$ cat src/rtl/adcs_regs.vh
// Register offsets, fields, reset values and timing counts of the conversion sequencer
`ifndef ADCS_REGS_VH
`define ADCS_REGS_VH
`define ADCS_OFF_CTRL0      4'h0
`define ADCS_OFF_CTRL1      4'h4
`define ADCS_OFF_RESHI      4'h8
`define ADCS_OFF_RESLO      4'hc
`define ADCS_OFF_STAT       5'h10
`define ADCS_OFF_PINS       5'h14
`define ADCS_CTRL0_RST      8'h00
`define ADCS_CTRL1_RST      8'h00
`define ADCS_POWER_BIT      0
`define ADCS_GO_BIT         2
`define ADCS_CHS_LSB_BIT    1
`define ADCS_CHS_HI_LSB     3
`define ADCS_CHS_HI_MSB     5
`define ADCS_CLKSEL_LSB     6
`define ADCS_CLKSEL_MSB     7
`define ADCS_PCFG_LSB       0
`define ADCS_PCFG_MSB       3
`define ADCS_REFERENCE_SELECT_LSB       4
`define ADCS_REFERENCE_SELECT_MSB       6
`define ADCS_JUSTIFY_BIT    7
`define ADCS_DONE_BIT       0
`define ADCS_DIV_FOSC2      6'd2
`define ADCS_DIV_FOSC8      6'd8
`define ADCS_DIV_FOSC32     6'd32
`define ADCS_PERIODS        4'd13
`define ADCS_NUM_CH         4'd10
`define ADCS_PCFG_FIRST_D   4'h6
`define ADCS_VREFP_PIN      3
`define ADCS_VREFN_PIN      2
`define ADCS_RESP_OKAY      2'b00
`define ADCS_RESP_SLVERR    2'b10
`endif

$ cat src/rtl/adcs_sequencer.v
// Successive-approximation conversion sequencer with AXI4-Lite register slave
//
// Register access over AXI4-Lite and the address map were chosen for this implementation.
`timescale 1ns/1ps
`default_nettype none
`include "adcs_regs.vh"
module adcs_sequencer (
    input  wire        aclk,
    input  wire        aresetn,
    input  wire        rc_clk_in,
    input  wire        cmp_in,
    input  wire [9:0]  pin_direction_bits,
    input  wire [9:0]  pin_level_in,
    input  wire        conversion_irq_enable,
    input  wire        peripheral_irq_enable,
    input  wire        global_irq_enable,
    output reg  [9:0]  analog_input_pins,
    output reg  [11:0] dac_code,
    output reg  [3:0]  mux_channel,
    output reg         sample_hold,
    output reg         converter_enable,
    output reg         done_irq,
    output reg  [9:0]  port_read_mask,
    input  wire [31:0] s_axi_awaddr,
    input  wire        s_axi_awvalid,
    output reg         s_axi_awready,
    input  wire [31:0] s_axi_wdata,
    input  wire [3:0]  s_axi_wstrb,
    input  wire        s_axi_wvalid,
    output reg         s_axi_wready,
    output reg  [1:0]  s_axi_bresp,
    output reg         s_axi_bvalid,
    input  wire        s_axi_bready,
    input  wire [31:0] s_axi_araddr,
    input  wire        s_axi_arvalid,
    output reg         s_axi_arready,
    output reg  [31:0] s_axi_rdata,
    output reg  [1:0]  s_axi_rresp,
    output reg         s_axi_rvalid,
    input  wire        s_axi_rready
);
    localparam ST_IDLE   = 3'b001;
    localparam ST_SETTLE = 3'b010;
    localparam ST_CONV   = 3'b100;

    reg  [7:0]  ctrl0_q;
    reg  [7:0]  ctrl1_q;
    reg  [7:0]  result_high_byte;
    reg  [7:0]  result_low_byte;
    reg         conversion_done_flag;
    reg  [2:0]  state_q;
    reg  [5:0]  div_q;
    reg         tad_tick_q;
    reg  [3:0]  bit_q;
    reg  [11:0] sar_q;
    reg  [2:0]  rc_sync_q;
    reg         rc_seen_q;
    reg  [31:0] awaddr_q;
    reg  [31:0] wdata_q;
    reg  [3:0]  wstrb_q;
    reg         aw_have_q;
    reg         w_have_q;
    reg  [2:0]  cmp_sync_q;
    reg  [9:0]  pin_in_q1;
    reg  [9:0]  pin_in_q2;
    reg  [9:0]  pin_in_q3;

    wire [3:0]  port_analog_config = ctrl1_q[`ADCS_PCFG_MSB:`ADCS_PCFG_LSB];
    wire [2:0]  reference_select   = ctrl1_q[`ADCS_REFERENCE_SELECT_MSB:`ADCS_REFERENCE_SELECT_LSB];
    wire        result_justify_select = ctrl1_q[`ADCS_JUSTIFY_BIT];
    wire [1:0]  conv_clock_select  = ctrl0_q[`ADCS_CLKSEL_MSB:`ADCS_CLKSEL_LSB];
    wire [3:0]  channel_select = {ctrl0_q[`ADCS_CHS_HI_MSB:`ADCS_CHS_HI_LSB], ctrl0_q[`ADCS_CHS_LSB_BIT]};
    wire        converter_power_on = ctrl0_q[`ADCS_POWER_BIT];
    wire        go_q = ctrl0_q[`ADCS_GO_BIT];

    // Analog map from the port configuration code and reference overrides
    function [9:0] analog_map;
        input [3:0] cfg;
        input [2:0] vref;
        reg   [3:0] ndig;
        reg   [9:0] m;
        integer     i;
        begin
            ndig = (cfg >= `ADCS_PCFG_FIRST_D) ? (cfg - `ADCS_PCFG_FIRST_D + 4'd1) : 4'd0;
            for (i = 0; i < 10; i = i + 1) begin
                m[i] = (i < 10 - ndig);
            end
            if (vref == 3'd1 || vref == 3'd3) begin
                m[`ADCS_VREFP_PIN] = 1'b1;
            end
            if (vref == 3'd1 || vref == 3'd5) begin
                m[`ADCS_VREFN_PIN] = 1'b1;
            end
            analog_map = m;
        end
    endfunction

    wire [9:0]  amap = analog_map(port_analog_config, reference_select);
    wire        ch_valid = (channel_select < `ADCS_NUM_CH);
    wire        conv_busy = (state_q != ST_IDLE);
    wire        rc_rise = rc_sync_q[1] & rc_sync_q[2] & ~rc_seen_q;

    // Conversion-clock period ticks: oscillator divider or synchronised RC edge
    reg  [5:0]  div_lim;
    always @* begin
        case (conv_clock_select)
            2'b00:   div_lim = `ADCS_DIV_FOSC2;
            2'b01:   div_lim = `ADCS_DIV_FOSC8;
            2'b10:   div_lim = `ADCS_DIV_FOSC32;
            default: div_lim = `ADCS_DIV_FOSC2;
        endcase
    end

    always @(posedge aclk) begin
        if (!aresetn) begin
            rc_sync_q <= 3'h0;
            rc_seen_q <= 1'b0;
            cmp_sync_q <= 3'h0;
            pin_in_q1 <= 10'h000;
            pin_in_q2 <= 10'h000;
            pin_in_q3 <= 10'h000;
        end else begin
            rc_sync_q <= {rc_sync_q[1:0], rc_clk_in};
            if (rc_sync_q[1] == rc_sync_q[2]) begin
                rc_seen_q <= rc_sync_q[2];
            end
            cmp_sync_q <= {cmp_sync_q[1:0], cmp_in};
            pin_in_q1 <= pin_level_in;
            pin_in_q2 <= pin_in_q1;
            pin_in_q3 <= pin_in_q2;
        end
    end

    // One oscillator period is one aclk; a 2-cycle period outruns the comparator synchroniser
    always @(posedge aclk) begin
        if (!aresetn || !conv_busy) begin
            div_q <= 6'h00;
            tad_tick_q <= 1'b0;
        end else if (conv_clock_select == 2'b11) begin
            div_q <= 6'h00;
            tad_tick_q <= rc_rise;
        end else if (div_q + 6'd1 >= div_lim) begin
            div_q <= 6'h00;
            tad_tick_q <= 1'b1;
        end else begin
            div_q <= div_q + 6'd1;
            tad_tick_q <= 1'b0;
        end
    end

    // Write decode and register update
    wire        wr_fire = aw_have_q & w_have_q & ~s_axi_bvalid;
    wire [7:0]  wbyte = wdata_q[7:0];
    wire        addr_ok_w = (awaddr_q[4:0] <= `ADCS_OFF_PINS) && (awaddr_q[1:0] == 2'b00) && (awaddr_q[31:5] == 27'h0);
    wire        wr_ctrl0 = wr_fire & addr_ok_w & wstrb_q[0] & (awaddr_q[4:0] == {1'b0, `ADCS_OFF_CTRL0});
    wire        wr_ctrl1 = wr_fire & addr_ok_w & wstrb_q[0] & (awaddr_q[4:0] == {1'b0, `ADCS_OFF_CTRL1});
    wire        wr_stat  = wr_fire & addr_ok_w & wstrb_q[0] & (awaddr_q[4:0] == `ADCS_OFF_STAT);
    // Sampled comparator decides the bit under trial; the driven pin level feeds it when output
    wire [3:0]  pin_idx = ch_valid ? channel_select : 4'd0;
    wire        pin_is_out = ch_valid & ~pin_direction_bits[pin_idx];
    wire        trial_keep = pin_is_out ? pin_in_q3[pin_idx] : cmp_sync_q[2];
    wire        last_bit = (bit_q == 4'd0);
    wire [11:0] final_val = ch_valid ? sar_q : 12'hfff;

    always @(posedge aclk) begin
        if (!aresetn) begin
            ctrl0_q <= `ADCS_CTRL0_RST;
            ctrl1_q <= `ADCS_CTRL1_RST;
            conversion_done_flag <= 1'b0;
            state_q <= ST_IDLE;
            bit_q <= 4'd11;
            sar_q <= 12'h000;
        end else begin
            if (wr_ctrl0) begin
                ctrl0_q <= wbyte;
                if (wbyte[`ADCS_POWER_BIT] & ~converter_power_on) begin
                    ctrl0_q[`ADCS_GO_BIT] <= 1'b0;
                end
            end
            if (wr_ctrl1) begin
                ctrl1_q <= wbyte;
            end
            if (wr_stat && wbyte[`ADCS_DONE_BIT]) begin
                conversion_done_flag <= 1'b0; // Write-one-to-clear
            end
            case (state_q)
                ST_IDLE: begin
                    if (go_q && converter_power_on && !wr_ctrl0) begin
                        state_q <= ST_SETTLE;
                        sar_q <= 12'h800;
                        bit_q <= 4'd11;
                    end
                end
                ST_SETTLE: begin
                    if (!go_q || !converter_power_on) begin
                        state_q <= ST_IDLE;
                        sar_q <= 12'h000;
                    end else if (tad_tick_q) begin
                        state_q <= ST_CONV;
                    end
                end
                ST_CONV: begin
                    if (!go_q || !converter_power_on) begin
                        state_q <= ST_IDLE;
                        {result_high_byte, result_low_byte} <= result_justify_select ?
                            {4'h0, final_val & (sar_q & ~(12'h800 >> (4'd11 - bit_q)))} :
                            {final_val & (sar_q & ~(12'h800 >> (4'd11 - bit_q))), 4'h0};
                    end else if (tad_tick_q) begin
                        sar_q[bit_q] <= trial_keep;
                        if (last_bit) begin
                            state_q <= ST_IDLE;
                            ctrl0_q[`ADCS_GO_BIT] <= 1'b0;
                            conversion_done_flag <= 1'b1;
                            {result_high_byte, result_low_byte} <= result_justify_select ?
                                {4'h0, ch_valid ? {sar_q[11:1], trial_keep} : 12'hfff} :
                                {ch_valid ? {sar_q[11:1], trial_keep} : 12'hfff, 4'h0};
                        end else begin
                            sar_q[bit_q - 4'd1] <= 1'b1;
                            bit_q <= bit_q - 4'd1;
                        end
                    end
                end
                default: state_q <= ST_IDLE;
            endcase
        end
    end

    // Pin-facing outputs registered; result bytes deliberately outside reset
    always @(posedge aclk) begin
        if (!aresetn) begin
            analog_input_pins <= 10'h3ff;
            dac_code <= 12'h000;
            mux_channel <= 4'h0;
            sample_hold <= 1'b0;
            converter_enable <= 1'b0;
            done_irq <= 1'b0;
            port_read_mask <= 10'h000;
        end else begin
            analog_input_pins <= amap;
            port_read_mask <= amap;
            dac_code <= sar_q;
            mux_channel <= channel_select;
            sample_hold <= (state_q == ST_CONV) & go_q & converter_power_on;
            converter_enable <= converter_power_on;
            done_irq <= conversion_done_flag & conversion_irq_enable & peripheral_irq_enable & global_irq_enable;
        end
    end

    // AXI4-Lite slave: address and data taken in either order, one response each
    wire        rd_ok = (s_axi_araddr[4:0] <= `ADCS_OFF_PINS) && (s_axi_araddr[1:0] == 2'b00) && (s_axi_araddr[31:5] == 27'h0);
    reg  [31:0] rd_mux;
    always @* begin
        case (s_axi_araddr[4:0])
            {1'b0, `ADCS_OFF_CTRL0}: rd_mux = {24'h0, ctrl0_q};
            {1'b0, `ADCS_OFF_CTRL1}: rd_mux = {24'h0, ctrl1_q};
            {1'b0, `ADCS_OFF_RESHI}: rd_mux = {24'h0, result_high_byte};
            {1'b0, `ADCS_OFF_RESLO}: rd_mux = {24'h0, result_low_byte};
            `ADCS_OFF_STAT:          rd_mux = {29'h0, conv_busy, ch_valid, conversion_done_flag};
            `ADCS_OFF_PINS:          rd_mux = {22'h0, amap};
            default:                 rd_mux = 32'h0;
        endcase
    end

    always @(posedge aclk) begin
        if (!aresetn) begin
            s_axi_awready <= 1'b0;
            s_axi_wready <= 1'b0;
            s_axi_bvalid <= 1'b0;
            s_axi_bresp <= `ADCS_RESP_OKAY;
            s_axi_arready <= 1'b0;
            s_axi_rvalid <= 1'b0;
            s_axi_rresp <= `ADCS_RESP_OKAY;
            s_axi_rdata <= 32'h0;
            aw_have_q <= 1'b0;
            w_have_q <= 1'b0;
            awaddr_q <= 32'h0;
            wdata_q <= 32'h0;
            wstrb_q <= 4'h0;
        end else begin
            s_axi_awready <= ~aw_have_q & ~s_axi_awready & s_axi_awvalid;
            s_axi_wready <= ~w_have_q & ~s_axi_wready & s_axi_wvalid;
            if (s_axi_awvalid && s_axi_awready) begin
                aw_have_q <= 1'b1;
                awaddr_q <= s_axi_awaddr;
            end
            if (s_axi_wvalid && s_axi_wready) begin
                w_have_q <= 1'b1;
                wdata_q <= s_axi_wdata;
                wstrb_q <= s_axi_wstrb;
            end
            if (wr_fire) begin
                s_axi_bvalid <= 1'b1;
                s_axi_bresp <= addr_ok_w ? `ADCS_RESP_OKAY : `ADCS_RESP_SLVERR;
                aw_have_q <= 1'b0;
                w_have_q <= 1'b0;
            end else if (s_axi_bvalid && s_axi_bready) begin
                s_axi_bvalid <= 1'b0;
            end
            s_axi_arready <= ~s_axi_arready & ~s_axi_rvalid & s_axi_arvalid;
            if (s_axi_arvalid && s_axi_arready) begin
                s_axi_rvalid <= 1'b1;
                s_axi_rdata <= rd_ok ? rd_mux : 32'h0;
                s_axi_rresp <= rd_ok ? `ADCS_RESP_OKAY : `ADCS_RESP_SLVERR;
            end else if (s_axi_rvalid && s_axi_rready) begin
                s_axi_rvalid <= 1'b0;
            end
        end
    end
endmodule // adcs_sequencer
`default_nettype wire

$ cat config.mk
export PLATFORM = sky130hd
export DESIGN_NAME = adcs_sequencer
export DESIGN_NICKNAME = d
export VERILOG_FILES = /design/src/rtl/adcs_sequencer.v
export VERILOG_INCLUDE_DIRS = /design/src /design/src/rtl
export SDC_FILE = /design/constraint.sdc
export NUM_CORES = 1
export LEC_CHECK = 0
export BUFFER_PORTS_ARGS = -buffer_cell sky130_fd_sc_hd__clkbuf_2
export CELL_PAD_IN_SITES_DETAIL_PLACEMENT = 0
export CELL_PAD_IN_SITES_GLOBAL_PLACEMENT = 2
export CORE_MARGIN = 5
export CORE_UTILIZATION = 34
export CTS_CLUSTER_DIAMETER = 150
export CTS_CLUSTER_SIZE = 25
export DETAILED_ROUTE_END_ITERATION = 8
export PLACE_DENSITY = 0.84
export REMOVE_ABC_BUFFERS = 1
export SETUP_SLACK_MARGIN = 0.5
export SLEW_MARGIN = 20
export SYNTH_ARGS = -nofsm -noshare
export SYNTH_HDL_FRONTEND = slang
export SYNTH_SLANG_ARGS = --single-unit
export TNS_END_PERCENT = 10
$ cat constraint.sdc
create_clock -name aclk -period 5.16 [get_ports aclk]
set_input_delay 0.774 -clock aclk [delete_from_list [all_inputs] [get_ports aclk]]
set_output_delay 0.774 -clock aclk [all_outputs]
set_load 0.01 [all_outputs]
==> flow_metrics.env <==
export IMPL_synth_compound_area_share_pct=14.2
export IMPL_ys_seq_elements=195
export IMPL_cts_resized=0
export IMPL_max_slew_margin_pct=30.0
export IMPL_setup_viol=0
export IMPL_die_height_um=168
export IMPL_die_x_um=168
export IMPL_powerDensity_nw_per_um2=304
export IMPL_rsz0062_at_grt="false"
export IMPL_ys_seq_area_share_pct=47.9
export IMPL_vias=6826
export IMPL_slew_viol_final=0
export IMPL_first_global_vias=6522
export IMPL_synth_xor_area_share_pct=0.825
export IMPL_timing_final_ws_setup_ns=2.36
export IMPL_place_worst_setup_slack_ns=2.36
export IMPL_wl_mm=21.2
export IMPL_ys_flop_type="dfxtp_1"
export IMPL_ir_drop_uv=176
export IMPL_die_area_sq_um=28200
export IMPL_worstHoldPathCells=1
export IMPL_crit_path_end_kind="register"
export IMPL_grt_overflow_total=0
export IMPL_cts_max_path_buffers=2
export IMPL_routedWlPerCell_um=15.0
export IMPL_cpLargestDelayFamily="simple AND/OR/NAND/NOR gates"
export IMPL_hp_class="register to register"
export IMPL_worst_slew_pin_slew_ns=1.04
export IMPL_drt_iter0_markers=323
export IMPL_status="finished, final reports clean"
export IMPL_nets=1235
export IMPL_placementRows=57
export IMPL_nFillCells=2477
export IMPL_fin_crit_ns=2.80
export IMPL_slowest_delay_ns=0.47
export IMPL_synth_warning_count=0
export IMPL_num_io_pins=212
export IMPL_cts_setup_buffers=0
export IMPL_max_freq_mhz=358
export IMPL_n_antenna_cell=0
export IMPL_cts_hold_buffers_added=0
export IMPL_skew_ns=0.0153
export IMPL_h_tree_depth=4
export IMPL_clk_pin_slew_ns=0.08
export IMPL_grt_use_total_pct=14.8
export IMPL_cts_num_sinks=195
export IMPL_utilization_pct=41.1
export IMPL_yosys_area_share_simple_pct=23.3
export IMPL_initial_core_util_pct=34.7
export IMPL_async_flop_share_pct=0
export IMPL_dp_hpwl_mm=15.5
export IMPL_synth_adder_area_share_pct=3.39
export IMPL_synth_avg_cell_area_sq_um=8.98
export IMPL_netlist_instances=945
export IMPL_antenna_found_initial=0
export IMPL_drt_vias_per_instance=4.82
export IMPL_antenna_left=0
export IMPL_crit_chain="inv_1 > ha_1 > o21ai_2 > and2_1 > or2_2 > inv_1 > ha_1 > and3b_1 > nor2_2 > nor3_1 > o211ai_1 > nor3b_2"
export IMPL_area_growth_pct=18.4
export IMPL_reg2reg_depth=12
export IMPL_critPathSlowestCell="dfxtp_1"
export IMPL_synth_cell_area_sq_um=8490
export IMPL_gp_congestion=0.785
export IMPL_grt_first_pass_wirelength_mm=34.1
export IMPL_fp_coreArea_sq_um=24500
export IMPL_grt_max_degree=77
export IMPL_cts_tree="done"
export IMPL_setup_tns_ns=0
export IMPL_synth_top_family_by_area="simple AND/OR/NAND/NOR gates"
export IMPL_layoutNonFillerInstCount=1417
export IMPL_critPathArrivalTime_ns=3.10
export IMPL_port_buffers=160
export IMPL_cp_max_fo=8
export IMPL_cts_inserted_buffers=17
export IMPL_synthMuxAreaShare_pct=4.76
export IMPL_cellLeakagePower_nw=4.02
export IMPL_critPathBufInv=2
export IMPL_drc_errors=0
export IMPL_synth_edf_count=16
export IMPL_critPathLaunchType="register"
export IMPL_dr_pass1_iters=4
export IMPL_dp_cells=1385
export IMPL_clkLatencyLatePin_ns=0.44
export IMPL_criticalPathCategory="register to register"
export IMPL_final_period_utilization_pct=54.2
export IMPL_drv_cap=0
export IMPL_synth_cell_types=79
export IMPL_path_depth=12
export IMPL_root_buffer="clkbuf_16"
export IMPL_hold_viol=0
export IMPL_required_ns=5.46
export IMPL_layout_drive_gt1_share_pct=20.3
## power by group
| group | switching [W] | leakage [nW] | internal, W | total, W |
|---|---|---|---|---|
| Combinational | 0.0000896 | 2.11 | 0.0000653 | 0.000155 |
| Clock | 0.000645 | 0.288 | 0.000693 | 0.00134 |
| Sequential | 0.0000120 | 1.63 | 0.00155 | 0.00156 |
## path summary, 6_finish.rpt
check | start | end | slack [ns]
setup reg to reg | ctrl1_q[0]$_SDFFE_PN0P_ | s_axi_rdata[1]$_SDFFE_PN0P_ | 2.36
hold reg to reg | pin_in_q2[2]$_SDFF_PN0_ | pin_in_q3[2]$_SDFF_PN0_ | 0.43
setup / recovery | ctrl1_q[0]$_SDFFE_PN0P_ | s_axi_rdata[1]$_SDFFE_PN0P_ | 2.36
hold / removal | pin_in_q2[2]$_SDFF_PN0_ | pin_in_q3[2]$_SDFF_PN0_ | 0.43
## sequential cells by signal, indices dropped and copies added (netlist names), 6 cells and up
register	flops
pin_in_q1	10
pin_in_q2	10
ctrl0_q	8
sar_q	12
ctrl1_q	8
s_axi_rdata	10
pin_in_q3	10
div_q	6
dac_code	12
analog_input_pins	10
result_high_byte	8
awaddr_q	32
result_low_byte	8
port_read_mask	10
wdata_q	8
## layout by cell type (no fill, tap or decap), drive strengths merged, types with 6 or more instances in the layout
master    n
dfxtp   179
clkbuf  178
nand2   145
nor2     79
a21oi    79
and2     59
mux2i    37
inv      32
o21ai    30
conb     24
ha       23
nor3     18
nand3    17
edfxtp   16
nor4     13
nand2b   12
nand4     8
o211ai    8
a221oi    7
o31ai     7
nor2b     7
xnor2     6
a31oi     6
nor3b     6
clkinv    6
## Yosys cell counts (3+ instances only)
master      n  area [sq um]
dfxtp_1   179          3580
nand2_1   144           541
a21oi_1    78           390
nor2_1     78           293
and2_1     59           369
mux2i_1    37           370
clkbuf_1   36           135
buf_4      25           188
inv_1      24          90.1
o21ai_0    24           120
ha_1       23           288
nand3_1    17          85.1
edfxtp_1   16           480
nor3_1     16          80.1
nor4_1     13          81.3
nand2b_1   12          75.1
nand4_1     8          50.1
o211ai_1    8          60.1
a221oi_1    7          61.3
buf_2       7          35.0
nor2b_1     7          43.8
o31ai_1     7          52.6
a31oi_1     6          37.5
xnor2_1     6          52.6
a211oi_1    5          37.5
and3_1      5          31.3
nand3b_1    5          37.5
a22oi_1     4          30.0
o21ai_1     4          20.0
or3_1       4          25.0
a21boi_0    3          22.5
a21o_1      3          22.5
a32o_1      3          30.0
buf_1       3          11.3
nor3b_1     3          22.5
nor3b_2     3          37.5
nor4b_1     3          26.3
or3b_1      3          26.3
## stage by stage
step | hold slack (ns) | power (W) | instance area [sq um]
floorplan | 0.412 | 0.00167 | 8200
global placement | 0.414 | 0.00175 | 9430
detailed placement | 0.417 | 0.00175 | 9450
CTS | 0.435 | 0.00309 | 10000
global route | 0.445 | 0.00318 | 10100
finish | 0.434 | 0.00305 | 10100
## final cells by class
type	count	area, sq um	area share, %
Multi-Input combinational cell	675	4040	40.2
Timing Repair Buffer	165	846	8.42
Tap cell	324	405	4.03
Clock inverter	14	166	1.66
Clock buffer	18	429	4.27
Sequential cell	195	4060	40.4
Inverter	26	97.6	0.971
## layer usage
layer	up-vias	GRT usage, %	part of all wire, %
met2	135	23.3	46
li1	3500	-	-
met5	-	0	0
met1	3177	20.6	48
met4	0	3.49	0.91
met3	14	3.42	4.7
## logic make-up after synthesis
| kind of cell | count (synthesis) |
|---|---|
| AND/OR/NAND/NOR | 396 |
| flip-flops | 195 |
| AO/OA/AOI/OAI | 185 |
| buffers and inverters | 98 |
| multiplexers | 39 |
| adder cells (fa/ha/maj) | 23 |
| XOR/XNOR | 8 |
| other | 1 |
(Power assumes the default switching activity.)
